--- src/core/rcs_pkg.sv ---
// rcs_pkg: constants and carrier types of the reset-cause status block
// assumes one 100 MHz clock, 12-bit byte addresses and 8-bit register data
package rcs_pkg;

  // ----------------------------------------------------------------
  // bus geometry and register map
  // ----------------------------------------------------------------
  localparam int unsigned ADDR_W          = 12;
  localparam int unsigned DATA_W          = 8;
  localparam logic [11:0] RESET_CAUSE_OFF = 12'hff0;
  localparam logic [11:0] IRQ_STATUS_OFF  = 12'hff8;
  localparam logic [11:0] IRQ_MASK_OFF    = 12'hff9;

  // ----------------------------------------------------------------
  // reset-cause field positions and patterns
  // ----------------------------------------------------------------
  localparam int unsigned POR_BIT  = 7;
  localparam int unsigned WAKE_BIT = 6;
  localparam int unsigned WDT_BIT  = 5;
  localparam int unsigned EXT_BIT  = 4;
  localparam int unsigned RSVD_W   = 4;
  localparam logic [3:0]  RSVD_VAL = 4'h0;

  typedef struct packed {
    logic por;
    logic wake;
    logic wdt;
    logic external_pin_reset_flag;
  } rcs_flags_t;

  localparam rcs_flags_t FLAGS_POWER_ON = rcs_flags_t'(4'h8);
  localparam rcs_flags_t FLAGS_EXT_PIN  = rcs_flags_t'(4'h1);
  localparam rcs_flags_t FLAGS_WDT_RST  = rcs_flags_t'(4'h2);
  localparam rcs_flags_t FLAGS_PIN_WAKE = rcs_flags_t'(4'h4);
  localparam rcs_flags_t FLAGS_WDT_WAKE = rcs_flags_t'(4'h6);
  localparam rcs_flags_t FLAGS_CLEARED  = rcs_flags_t'(4'h0);

  // ----------------------------------------------------------------
  // interrupt status / mask layout
  // ----------------------------------------------------------------
  localparam int unsigned IRQ_W          = 4;
  localparam int unsigned IRQ_EXT_BIT    = 0;
  localparam int unsigned IRQ_DBG_BIT    = 1;
  localparam int unsigned IRQ_WDT_BIT    = 2;
  localparam int unsigned IRQ_WAKE_BIT   = 3;
  localparam logic [3:0]  IRQ_STATUS_RST = 4'h0;
  localparam logic [3:0]  IRQ_MASK_RST   = 4'h0;

  // ----------------------------------------------------------------
  // timing
  // ----------------------------------------------------------------
  localparam int unsigned CLK_PERIOD_NS   = 10;
  localparam int unsigned RST_FILT_MIN_NS = 100;
  localparam int unsigned RST_FILT_CYC    =
    ((RST_FILT_MIN_NS + CLK_PERIOD_NS - 1) / CLK_PERIOD_NS) < 1 ? 1 :
    ((RST_FILT_MIN_NS + CLK_PERIOD_NS - 1) / CLK_PERIOD_NS);

  // ----------------------------------------------------------------
  // carriers
  // ----------------------------------------------------------------
  typedef struct packed {
    logic [11:0] addr;
    logic [7:0]  wdata;
    logic        wr;
    logic        rd;
  } rcs_bus_req_t;

  typedef struct packed {
    logic wdt_timeout;
    logic pin_wake;
    logic dbg_ctl_reset;
  } rcs_evt_t;

endpackage : rcs_pkg

--- src/core/rcs_pin_filter.sv ---
// rcs_pin_filter: glitch filter on an active-low reset pin
// assumes the pin is already synchronous to ref_clk
`timescale 1ns/1ns
`default_nettype none

module rcs_pin_filter #(
  parameter int unsigned MIN_CYC = rcs_pkg::RST_FILT_CYC
) (
  input  wire logic ref_clk,
  input  wire logic arst_n,
  input  wire logic pin_n,
  output logic      low_pulse,
  output logic      low_level
);

  localparam int unsigned CNT_W = $clog2(MIN_CYC + 1);

  typedef enum logic [2:0] {
    RCS_PF_HIGH  = 3'b001,
    RCS_PF_COUNT = 3'b010,
    RCS_PF_LOW   = 3'b100
  } rcs_pf_state_t;

  typedef struct packed {
    rcs_pf_state_t    st;
    logic [CNT_W-1:0] cnt;
    logic             pulse;
  } rcs_pf_t;

  rcs_pf_t q;
  rcs_pf_t d;

  // ----------------------------------------------------------------
  // low must persist MIN_CYC samples before it counts as a reset
  // ----------------------------------------------------------------
  always_comb begin
    d       = q;
    d.pulse = 1'b0;
    unique case (q.st)
      RCS_PF_HIGH: begin
        if (!pin_n) begin
          if (MIN_CYC <= 1) begin
            d.pulse = 1'b1; // [RQ14]
            d.st    = RCS_PF_LOW;
          end else begin
            d.cnt = CNT_W'(1);
            d.st  = RCS_PF_COUNT;
          end
        end
      end
      RCS_PF_COUNT: begin
        if (pin_n) begin
          d.st = RCS_PF_HIGH; // short pulse dropped [RQ14]
        end else if ((q.cnt + CNT_W'(1)) >= CNT_W'(MIN_CYC)) begin
          d.pulse = 1'b1; // [RQ14]
          d.st    = RCS_PF_LOW;
        end else begin
          d.cnt = q.cnt + CNT_W'(1);
        end
      end
      RCS_PF_LOW: begin
        if (pin_n) begin
          d.st = RCS_PF_HIGH;
        end
      end
      default: begin
        d.st = RCS_PF_HIGH;
      end
    endcase
  end

  always_ff @(posedge ref_clk or negedge arst_n) begin
    if (!arst_n) begin
      q.st    <= RCS_PF_HIGH;
      q.cnt   <= '0;
      q.pulse <= 1'b0;
    end else begin
      q <= d;
    end
  end

  assign low_pulse = q.pulse;
  assign low_level = (q.st == RCS_PF_LOW);

endmodule // rcs_pin_filter

`default_nettype wire

--- src/core/rcs_irq_ctl.sv ---
// rcs_irq_ctl: sticky event status, mask and one level interrupt
// assumes strobes are single-cycle and decoded by the caller
`timescale 1ns/1ns
`default_nettype none

module rcs_irq_ctl #(
  parameter int unsigned W = rcs_pkg::IRQ_W
) (
  input  wire logic         ref_clk,
  input  wire logic         arst_n,
  input  wire logic [W-1:0] evt,
  input  wire logic         clr_we,
  input  wire logic [W-1:0] clr_data,
  input  wire logic         mask_we,
  input  wire logic [W-1:0] mask_data,
  output logic      [W-1:0] status,
  output logic      [W-1:0] mask,
  output logic              irq
);

  typedef struct packed {
    logic [W-1:0] status;
    logic [W-1:0] mask;
  } rcs_irq_t;

  rcs_irq_t q;
  rcs_irq_t d;

  // ----------------------------------------------------------------
  // write-one-to-clear; a same-cycle event keeps its bit
  // ----------------------------------------------------------------
  always_comb begin
    d = q;
    if (clr_we) begin
      d.status = q.status & ~clr_data;
    end
    d.status = d.status | evt;
    if (mask_we) begin
      d.mask = mask_data;
    end
  end

  always_ff @(posedge ref_clk or negedge arst_n) begin
    if (!arst_n) begin
      q.status <= W'(rcs_pkg::IRQ_STATUS_RST);
      q.mask   <= W'(rcs_pkg::IRQ_MASK_RST);
    end else begin
      q <= d;
    end
  end

  assign status = q.status;
  assign mask   = q.mask;
  // combinational from flops only, no extra latency
  assign irq    = |(q.status & q.mask);

endmodule // rcs_irq_ctl

`default_nettype wire

--- src/core/rcs_top.sv ---
// rcs_top: reset-cause status register, watchdog-control write port,
// reset-pin filter and event interrupt
// assumes arst_n is the power-on reset only; other resets arrive as inputs
// and do not clear this block
//
// Contract
// [RQ1] read-only register holds latest reset cause, stop wake and watchdog timeout
// [RQ2] any read of the cause register clears its four flags after returning them
// [RQ3] cause register shares its address with the write-only watchdog control
// [RQ4] power-on flag set by power-on reset, cleared by watchdog or stop wake
// [RQ5] wake flag set by stop wake, cleared by power-on or non-stop watchdog
// [RQ6] wake plus watchdog flag means the wake came from a watchdog timeout
// [RQ7] watchdog flag set by timeout, cleared by power-on or pin-change wake
// [RQ8] software reads the cause register before clearing the watchdog interrupt
// [RQ9] external flag set by reset pin, cleared by power-on or pin-change wake
// [RQ10] bits three to zero reset to zero and always read zero
// [RQ11] power-on gives 1000, reset pin gives 0001, watchdog reset gives 0010
// [RQ12] debugger control reset and debug-pin stop reset each give 1000
// [RQ13] pin-change wake gives 0100, watchdog wake gives 0110
// [RQ14] reset pin low in stop resets the system, short glitches ignored
// [RQ15] a flag-setting event beats a clearing read in the same cycle
`timescale 1ns/1ns
`default_nettype none

module rcs_top #(
  parameter int unsigned FILT_CYC = rcs_pkg::RST_FILT_CYC
) (
  input  wire logic                 ref_clk,
  input  wire logic                 arst_n,
  input  wire rcs_pkg::rcs_bus_req_t bus_req,
  output logic [7:0]                rd_data,
  input  wire rcs_pkg::rcs_evt_t    evt,
  input  wire logic                 in_stop,
  input  wire logic                 ext_rst_pin_n,
  input  wire logic                 debug_pin_n,
  output logic                      wdt_ctl_we,
  output logic [7:0]                wdt_ctl_data,
  output logic                      sys_rst_req,
  output logic                      irq
);

  // ----------------------------------------------------------------
  // state
  // ----------------------------------------------------------------
  typedef struct packed {
    rcs_pkg::rcs_flags_t flags;
    logic [7:0]          rd_data;
    logic                wdt_we;
    logic [7:0]          wdt_data;
    logic                sys_rst;
    logic                dbg_pin_prev_n;
  } rcs_top_st_t;

  rcs_top_st_t q;
  rcs_top_st_t d;

  logic                      ext_pulse;
  logic [rcs_pkg::IRQ_W-1:0] irq_evt;
  logic [rcs_pkg::IRQ_W-1:0] irq_status;
  logic [rcs_pkg::IRQ_W-1:0] irq_mask;
  logic                      dbg_pin_evt;
  logic                      wdt_evt;
  logic                      wake_evt;
  logic                      hit_cause;
  logic                      hit_status;
  logic                      hit_mask;

  function automatic logic addr_hit(input logic [11:0] a, input logic [11:0] off);
    addr_hit = (a == off);
  endfunction

  // ----------------------------------------------------------------
  // reset pin filter
  // ----------------------------------------------------------------
  rcs_pin_filter #(
    .MIN_CYC   (FILT_CYC)
  ) u_pin_filter (
    .ref_clk   (ref_clk),
    .arst_n    (arst_n),
    .pin_n     (ext_rst_pin_n),
    .low_pulse (ext_pulse),
    .low_level ()
  );

  // ----------------------------------------------------------------
  // event qualification
  // ----------------------------------------------------------------
  // debug pin only matters as a falling edge while stopped
  assign dbg_pin_evt = in_stop && q.dbg_pin_prev_n && !debug_pin_n;
  assign wdt_evt     = evt.wdt_timeout;
  // pin-change wake has no meaning outside the stop state
  assign wake_evt    = evt.pin_wake && in_stop;

  assign hit_cause  = addr_hit(bus_req.addr, rcs_pkg::RESET_CAUSE_OFF);
  assign hit_status = addr_hit(bus_req.addr, rcs_pkg::IRQ_STATUS_OFF);
  assign hit_mask   = addr_hit(bus_req.addr, rcs_pkg::IRQ_MASK_OFF);

  // ----------------------------------------------------------------
  // next state
  // ----------------------------------------------------------------
  always_comb begin
    d                = q;
    d.wdt_we         = 1'b0;
    d.sys_rst        = 1'b0;
    d.rd_data        = 8'h00;
    d.dbg_pin_prev_n = debug_pin_n;

    // read path: answer stands only in the cycle after the strobe
    if (bus_req.rd) begin
      if (hit_cause) begin
        d.rd_data = {q.flags, rcs_pkg::RSVD_VAL}; // [RQ1] [RQ10]
        d.flags   = rcs_pkg::FLAGS_CLEARED; // [RQ2]
      end else if (hit_status) begin
        d.rd_data = {4'h0, irq_status};
      end else if (hit_mask) begin
        d.rd_data = {4'h0, irq_mask};
      end
    end

    // writes at the cause address go to watchdog control
    if (bus_req.wr && hit_cause) begin
      d.wdt_we   = 1'b1; // [RQ3]
      d.wdt_data = bus_req.wdata; // [RQ3]
    end

    // events override a same-cycle read clear; pin reset outranks the rest
    if (ext_pulse) begin
      d.flags   = rcs_pkg::FLAGS_EXT_PIN; // [RQ9] [RQ11] [RQ15]
      d.sys_rst = 1'b1; // [RQ14]
    end else if (evt.dbg_ctl_reset || dbg_pin_evt) begin
      d.flags   = rcs_pkg::FLAGS_POWER_ON; // [RQ12] [RQ15]
      d.sys_rst = 1'b1;
    end else if (wdt_evt) begin
      if (in_stop) begin
        d.flags = rcs_pkg::FLAGS_WDT_WAKE; // [RQ4] [RQ6] [RQ13] [RQ15]
      end else begin
        d.flags = rcs_pkg::FLAGS_WDT_RST; // [RQ5] [RQ7] [RQ11] [RQ15]
      end
    end else if (wake_evt) begin
      d.flags = rcs_pkg::FLAGS_PIN_WAKE; // [RQ4] [RQ7] [RQ9] [RQ13] [RQ15]
    end
  end

  // ----------------------------------------------------------------
  // registers; arst_n is power-on so flags come up as 1000
  // ----------------------------------------------------------------
  always_ff @(posedge ref_clk or negedge arst_n) begin
    if (!arst_n) begin
      q.flags          <= rcs_pkg::FLAGS_POWER_ON; // [RQ4] [RQ11]
      q.rd_data        <= 8'h00;
      q.wdt_we         <= 1'b0;
      q.wdt_data       <= 8'h00;
      q.sys_rst        <= 1'b0;
      q.dbg_pin_prev_n <= 1'b1;
    end else begin
      q <= d;
    end
  end

  // ----------------------------------------------------------------
  // interrupt
  // ----------------------------------------------------------------
  always_comb begin
    irq_evt                            = '0;
    irq_evt[rcs_pkg::IRQ_EXT_BIT]  = ext_pulse;
    irq_evt[rcs_pkg::IRQ_DBG_BIT]  = evt.dbg_ctl_reset || dbg_pin_evt;
    irq_evt[rcs_pkg::IRQ_WDT_BIT]  = wdt_evt;
    irq_evt[rcs_pkg::IRQ_WAKE_BIT] = wake_evt;
  end

  rcs_irq_ctl #(
    .W         (rcs_pkg::IRQ_W)
  ) u_irq_ctl (
    .ref_clk   (ref_clk),
    .arst_n    (arst_n),
    .evt       (irq_evt),
    .clr_we    (bus_req.wr && hit_status),
    .clr_data  (bus_req.wdata[rcs_pkg::IRQ_W-1:0]),
    .mask_we   (bus_req.wr && hit_mask),
    .mask_data (bus_req.wdata[rcs_pkg::IRQ_W-1:0]),
    .status    (irq_status),
    .mask      (irq_mask),
    .irq       (irq)
  );

  assign rd_data      = q.rd_data;
  assign wdt_ctl_we   = q.wdt_we;
  assign wdt_ctl_data = q.wdt_data;
  assign sys_rst_req  = q.sys_rst;

endmodule // rcs_top

`default_nettype wire

--- config.mk ---
export PLATFORM = sky130hd
export DESIGN_NAME = rcs_top
export DESIGN_NICKNAME = d
export VERILOG_FILES = /design/src/core/rcs_pkg.sv /design/src/core/rcs_pin_filter.sv /design/src/core/rcs_irq_ctl.sv /design/src/core/rcs_top.sv
export SDC_FILE = /design/constraint.sdc
export NUM_CORES = 1
export LEC_CHECK = 0
export ABC_AREA = 1
export BUFFER_PORTS_ARGS = -buffer_cell sky130_fd_sc_hd__buf_2
export CAP_MARGIN = 0
export CORE_ASPECT_RATIO = 1.5
export CORE_UTILIZATION = 52
export DETAILED_ROUTE_END_ITERATION = 16
export MAX_ROUTING_LAYER = met4
export PLACE_DENSITY_LB_ADDON = 0.25
export SLEW_MARGIN = 20
export SYNTH_ARGS = -nofsm -noshare
export SYNTH_HDL_FRONTEND = slang
export SYNTH_SLANG_ARGS = --single-unit
--- constraint.sdc ---
create_clock -name ref_clk -period 1.74 [get_ports ref_clk]
set_input_delay 0 -clock ref_clk [delete_from_list [all_inputs] [get_ports ref_clk]]
set_output_delay 0 -clock ref_clk [all_outputs]
set_load 0.01 [all_outputs]
After elaboration in Yosys (flattened, before gate mapping)
Cells that the tools add are included.

cells by class
  $add $sub $neg = 1
  multiply operators = 0
  div/mod/pow operators = 0
  $lt $le $gt $ge = 1
  equal/unequal tests = 11
  shifts and indexed selects = 0
  multiplexer cells = 24
  bitwise gates (word level) = 4
  reduce and logical (&&, ||, !) cells = 15

operator list
  operator                                                         number
  12-bit == test, second input constant                            3
  4-bit two-way mux                                                9
  12-bit two-way mux                                               1
  3-bit two-way mux                                                4
  5-bit nonzero test                                               2
  9-bit two-way mux                                                1
  3-bit case mux with 3 select lines                               1
  4-bit AND                                                        2
  8-bit two-way mux                                                1
  2-bit inequality test, second input constant                     4
  4-bit case mux with 2 select lines                               1
  7-bit two-way mux                                                1
  1-bit logical AND                                                6
  5-bit two-way mux                                                1
  4-bit by 1-bit adder with 4-bit output, second input constant    1
  4-bit greater-or-equal comparator, second input constant         1
  1-bit two-way mux                                                4
  4-bit NOT                                                        1
  4-bit bitwise OR                                                 1
  4-bit AND reduction                                              1
  4-bit OR reduction                                               1
  3-bit by 1-bit == test with 1-bit output, second input constant  1
  3-bit by 2-bit == test with 1-bit output, second input constant  1
  3-bit == test, second input constant                             1
  other kinds (6)                                                  6

word-level totals
  flip-flop bits (word level) = 39
  bits in latches = 0
  memory bits (writable) = 0
  bits in read-only memories = 0
  bits of input ports = 30
  output and inout port bits = 19
  word-level logic and storage cells = 70
  memories kept = 0

Depth between registers and ports, before layout
  depth after elaboration = 9
  mapped depth = 10
  mapped depth without buffers = 10

By module
A second synthesis with hierarchy kept.

unflattened totals
  cells, all modules = 244
  area total of the unflattened synthesis = 2030.7 µm²

modules (own cells, without submodules)
  module          times used  cells each  area an instance (µm²)  seq. area each (µm²)
  rcs_top         1           141         1206.2                  578.1
  rcs_pin_filter  1           58          480.5                   201.4
  rcs_irq_ctl     1           45          344.1                   200.2

Worst setup path after synthesis
No wires, ideal clock.

  path type = flip-flop to flip-flop
  from = register u_pin_filter.q[1] (netlist bit)
  to = register u_pin_filter.q[1] (netlist bit)
  setup time = 0.117 ns
  arrival time = 1.180 ns
  required time = 1.623 ns
  path slack = 0.443 ns
  cell stages (with the launch flop) = 10
  period minus slack after synthesis = 1.297 ns
  cells stage by stage = dfrtp_1 > ha_1 > inv_1 > nor2_1 > nand3_1 > nand2_1 > nand2_2 > nand2_4 > nand2_1 > nand2_1

on the way
  longest elaborated chain between the ends = 4
  elaborated cells between the ends (all ways) = 7

ends and longest elaborated chain
  what                                                                                        RTL line                                    RTL
  from (decl)                                                                                 rcs_pin_filter.sv:30                        rcs_pf_t q;
  4-bit by 1-bit adder with 4-bit output (*)                                                  rcs_pin_filter.sv:54, rcs_pin_filter.sv:58
  4-bit greater-or-equal comparator / 4-bit two-way mux (equally long branches)               rcs_pin_filter.sv:54                        end else if ((q.cnt + CNT_W'(1)) >= CNT_W'(MIN_CYC)) begin
  2-bit inequality test (no line) / 5-bit two-way mux (equally long branches)                 --
  4-bit AND reduction (no line) / 4-bit case mux with 2 select lines (equally long branches)  --

Mark *: on every way between the ends. The rest lies on a longest branch, timed or not. The select of a mux whose other input is x is not followed.
A chain may end at the register's enable or synchronous reset.

Worst setup path after layout
  from = register u_pin_filter.q[2] (netlist bit)
  to = register u_pin_filter.q[4] (netlist bit)

Same word-level chain as after synthesis.

==> flow_summary_export.csv <==
group,metric,value,unit
detailed_routing,drc,0,
clock_network,cts_buffers,5,
logic_synthesis,ys_types,23,
sta,max_freq,704,MHz
sta,period_share,0.816,
sta,grt_setup_unrepaired,"no",
detailed_routing,postRouteAntennaNets,0,
logic_synthesis,synth_edf_count,0,
power,peakVddDrop,0.806,mV
sta,finalHoldWorstSlack,0.00475,ns
worst_hold_path,hp-class,"in -> reg",
floorplanning,coreArea,3450,um2
sta,fin_ws,0.320,ns
sta,slew_viol_final,0,
logic_synthesis,synth-adder-area-share,0.0131,
layout,antennaDiodeCount,0,
detailed_routing,drt-total-wl,3500,um
floorplanning,die_h,76.3,um
placement,io_buffers,48,
detailed_routing,vias_per_cell,4.80,
logic_synthesis,synth_top_area_share,0.471,
power,combinationalPowerShare,0.109,
clock_network,cts-root-buf,"clkbuf_8",
clock_network,clock_path_buffers,2,
logic_synthesis,synth_top_area_cell,"dfrtp_1",
power,power.density,839,nW/um2
layout,areaGrowthSynthToFinish,21.8,%
power,sequentialPowerShare,0.495,
worst_hold_path,hold_start,"bus_req[5]",
sta,finalSetupViolCount,0,
global_routing,antenna_found_initial,0,
worst_hold_path,hold_path_depth,3,
power,netSwitchingFraction,0.236,
worst_hold_path,hold-path-endpoint,"wdt_ctl_data[3]",
global_routing,globalRoute.totalOverflow,0,
logic_synthesis,synth_seq_cells,39,
global_routing,grt_usage,0.212,
sta,finalClockSkew,0.00391,ns
placement,dp_hpwl,2550,um
global_routing,grt_start_max_net_pins,40,
sta,period_needed,1.42,ns
layout,drive_gt1_frac,0.286,
job,cap_viol_max_count,0,
setup_path,cp.required,1.97,ns
detailed_routing,drt_iter0_markers,21,
logic_synthesis,synth_cells,227,
clock_network,ctsHoldBuffers,13,
floorplanning,ios,49,
logic_synthesis,ys_warn_count,0,
floorplanning,die-area,3930,um2
setup_path,ff2ff_setup_slack,0.32,ns
sta,hold_viol,0,
logic_synthesis,synth-simple-area-share,0.278,
clock_network,post_cts_buffers,0,
logic_synthesis,syn_area_per_cell,8.43,um2
floorplanning,rows,26,
logic_synthesis,synth_xor_area_frac,0,
setup_path,crit_path_start_kind,"register",
clock_network,cts_tree,"done",
setup_path,critical_path_arrival,1.65,ns
sta,finalSetupTns,0,ns
layout,fill_cells,314,
setup_path,rr_startpoint,"u_pin_filter.q[2]",
power,p_leak,0.00124,uW
placement,gp_congestion,0.778,
logic_synthesis,ys_seq_area_frac,0.512,
setup_path,path_class,"reg -> reg",
logic_synthesis,ys.flop_type,"dfrtp_1",
floorplanning,initial_core_util,0.555,
detailed_routing,drt-wirelength-per-cell,10.9,um
logic_synthesis,synthTopCellsByArea,"dfrtp_1 (47%), nand2_1 (13%), buf_4 (6.3%)",
detailed_routing,drt_pass1_iterations,4,
setup_path,worst_r2r_endpoint,"u_pin_filter.q[4]",
logic_synthesis,synthMuxAreaShare,0,
floorplanning,die_w,51.5,um
clock_network,postCtsResizedCells,0,
clock_network,numClockSinks,39,
logic_synthesis,synth_top_family_by_area,"simple AND/OR/NAND/NOR gates",
power,power.internal,1490,uW
global_routing,grt_pass1_wl,6130,um
detailed_routing,dr_total_vias,1546,
setup_path,worstPathMaxFanout,5,
logic_synthesis,synthArstFlopShare,1.00,
outcome,status,"finished clean",
clock_network,path_clk_slew,0.08,ns
clock_network,htree_num_levels,2,
sta,timing.slew.headroom,0.677,
logic_synthesis,synth_fp_nets,259,
placement,place_ws,0.313,ns
power,clkPwrFrac,0.396,
clock_network,clock_latency,0.29,ns
layout,nNetsFinal,311,
logic_synthesis,synth_compound_area_frac,0.0641,
setup_path,cp-end-kind,"register",
global_routing,grt_pass1_vias,1514,
sta,worstMarginPinSlew,0.479,ns
setup_path,r2r_cells,10,
power,p_switching,462,uW
logic_synthesis,syn_area,1910,um2
sequential cells by signal (all words and copies together), names as in the netlist:
signal and count:
u_irq_ctl.mask 4, wdt_ctl_data 8, wdt_ctl_we 1, sys_rst_req 1, u_irq_ctl.status 4, u_pin_filter.low_pulse 1
q 5, rd_data 8, u_pin_filter.q 7
power by group through the flow:
stage,combinational (uW),clock (uW),sequential (uW)
after global routing,249,829,970
after detailed placement,194,0,985
final,214,775,967
after global placement,187,0,983
after floorplan,114,0,980
after CTS,217,793,967
cells in the final DEF (no fill, tap or decap), drive strengths merged:
master	netlist	final
nand2	74	74
buf	17	49
dfrtp	36	36
inv	33	33
nor2	20	20
o21ai	15	15
dlygate4sd3	0	13
nand3	11	11
clkbuf	0	6
nand4	5	5
a21oi	5	5
dfstp	3	3
nor3	3	3
ha	2	2
nand3b	1	1
nor3b	1	1
o31ai	1	1
bufinv	0	1
clkinv	0	1
worst max path at each step:
stage                 startpoint           endpoint  slack [ns]
2_1_floorplan  u_pin_filter.q[1]  u_pin_filter.q[1]        0.44
3_3_place_gp   u_pin_filter.q[1]  u_pin_filter.q[3]        0.37
3_5_place_dp   u_pin_filter.q[2]  u_pin_filter.q[3]        0.31
4_1_cts        u_pin_filter.q[2]  u_pin_filter.q[4]        0.29
5_1_grt        u_pin_filter.q[2]  u_pin_filter.q[4]        0.09
6_report       u_pin_filter.q[2]  u_pin_filter.q[4]        0.32
cell usage after synthesis, types with 2 or more instances:
cell	instances
nor3_1	2
nor2_4	3
nand3_1	11
nor2_1	14
nand2_1	67
nor2_2	3
nand2_2	5
dfrtp_1	36
dfstp_2	3
buf_4	16
nand4_1	5
o21ai_2	4
nand2_4	2
inv_1	31
o21ai_0	11
inv_2	2
ha_1	2
a21oi_1	5
logic make-up (layout without fill, tap and decap cells):
family	after synthesis	in the layout
fa+ha+maj	2	2
flops	39	39
compound gates	21	21
simple gates	115	115
buf+inv	50	103
layer usage:
| metal | global-route usage | part of all wire | up-vias |
|---|---|---|---|
| met3 | 0.0479 | 0.025 | 4 |
| met2 | 0.378 | 0.57 | 21 |
| met5 | - | 0 | - |
| met4 | 0.0730 | 0.011 | 0 |
| met1 | 0.220 | 0.39 | 730 |
| li1 | - | - | 791 |
area by class of cell:
type	count	area, um2	area share
inverters	33	124	0.0531
repair buffers	62	378	0.162
clock inverters	2	35.0	0.0150
well taps	42	52.6	0.0225
clock buffers	6	82.6	0.0354
flip-flops and latches	39	980	0.420
multi-input cells	138	679	0.291
worst max-delay path, stage by stage, from the launching register on:
cell,delay [ns]
dfrtp_1,0.41
inv_1,0.06
ha_1,0.29
inv_1,0.04
nor2_1,0.08
nand3_1,0.09
nand2_1,0.09
nand2_2,0.10
nand2_4,0.09
nand2_1,0.05
nand2_1,0.06
per-stage QoR:
step / utilization / std cells / area (um2) / power [uW]
after floorplan: - / 227 / 1910 / 1090
after global placement: 0.604 / 301 / 2080 / 1170
after detailed placement: 0.604 / 301 / 2080 / 1180
after CTS: 0.676 / 322 / 2330 / 1980
after global routing: 0.676 / 322 / 2330 / 2050
final: 0.676 / 322 / 2330 / 1960
(Power assumes the default switching activity.)
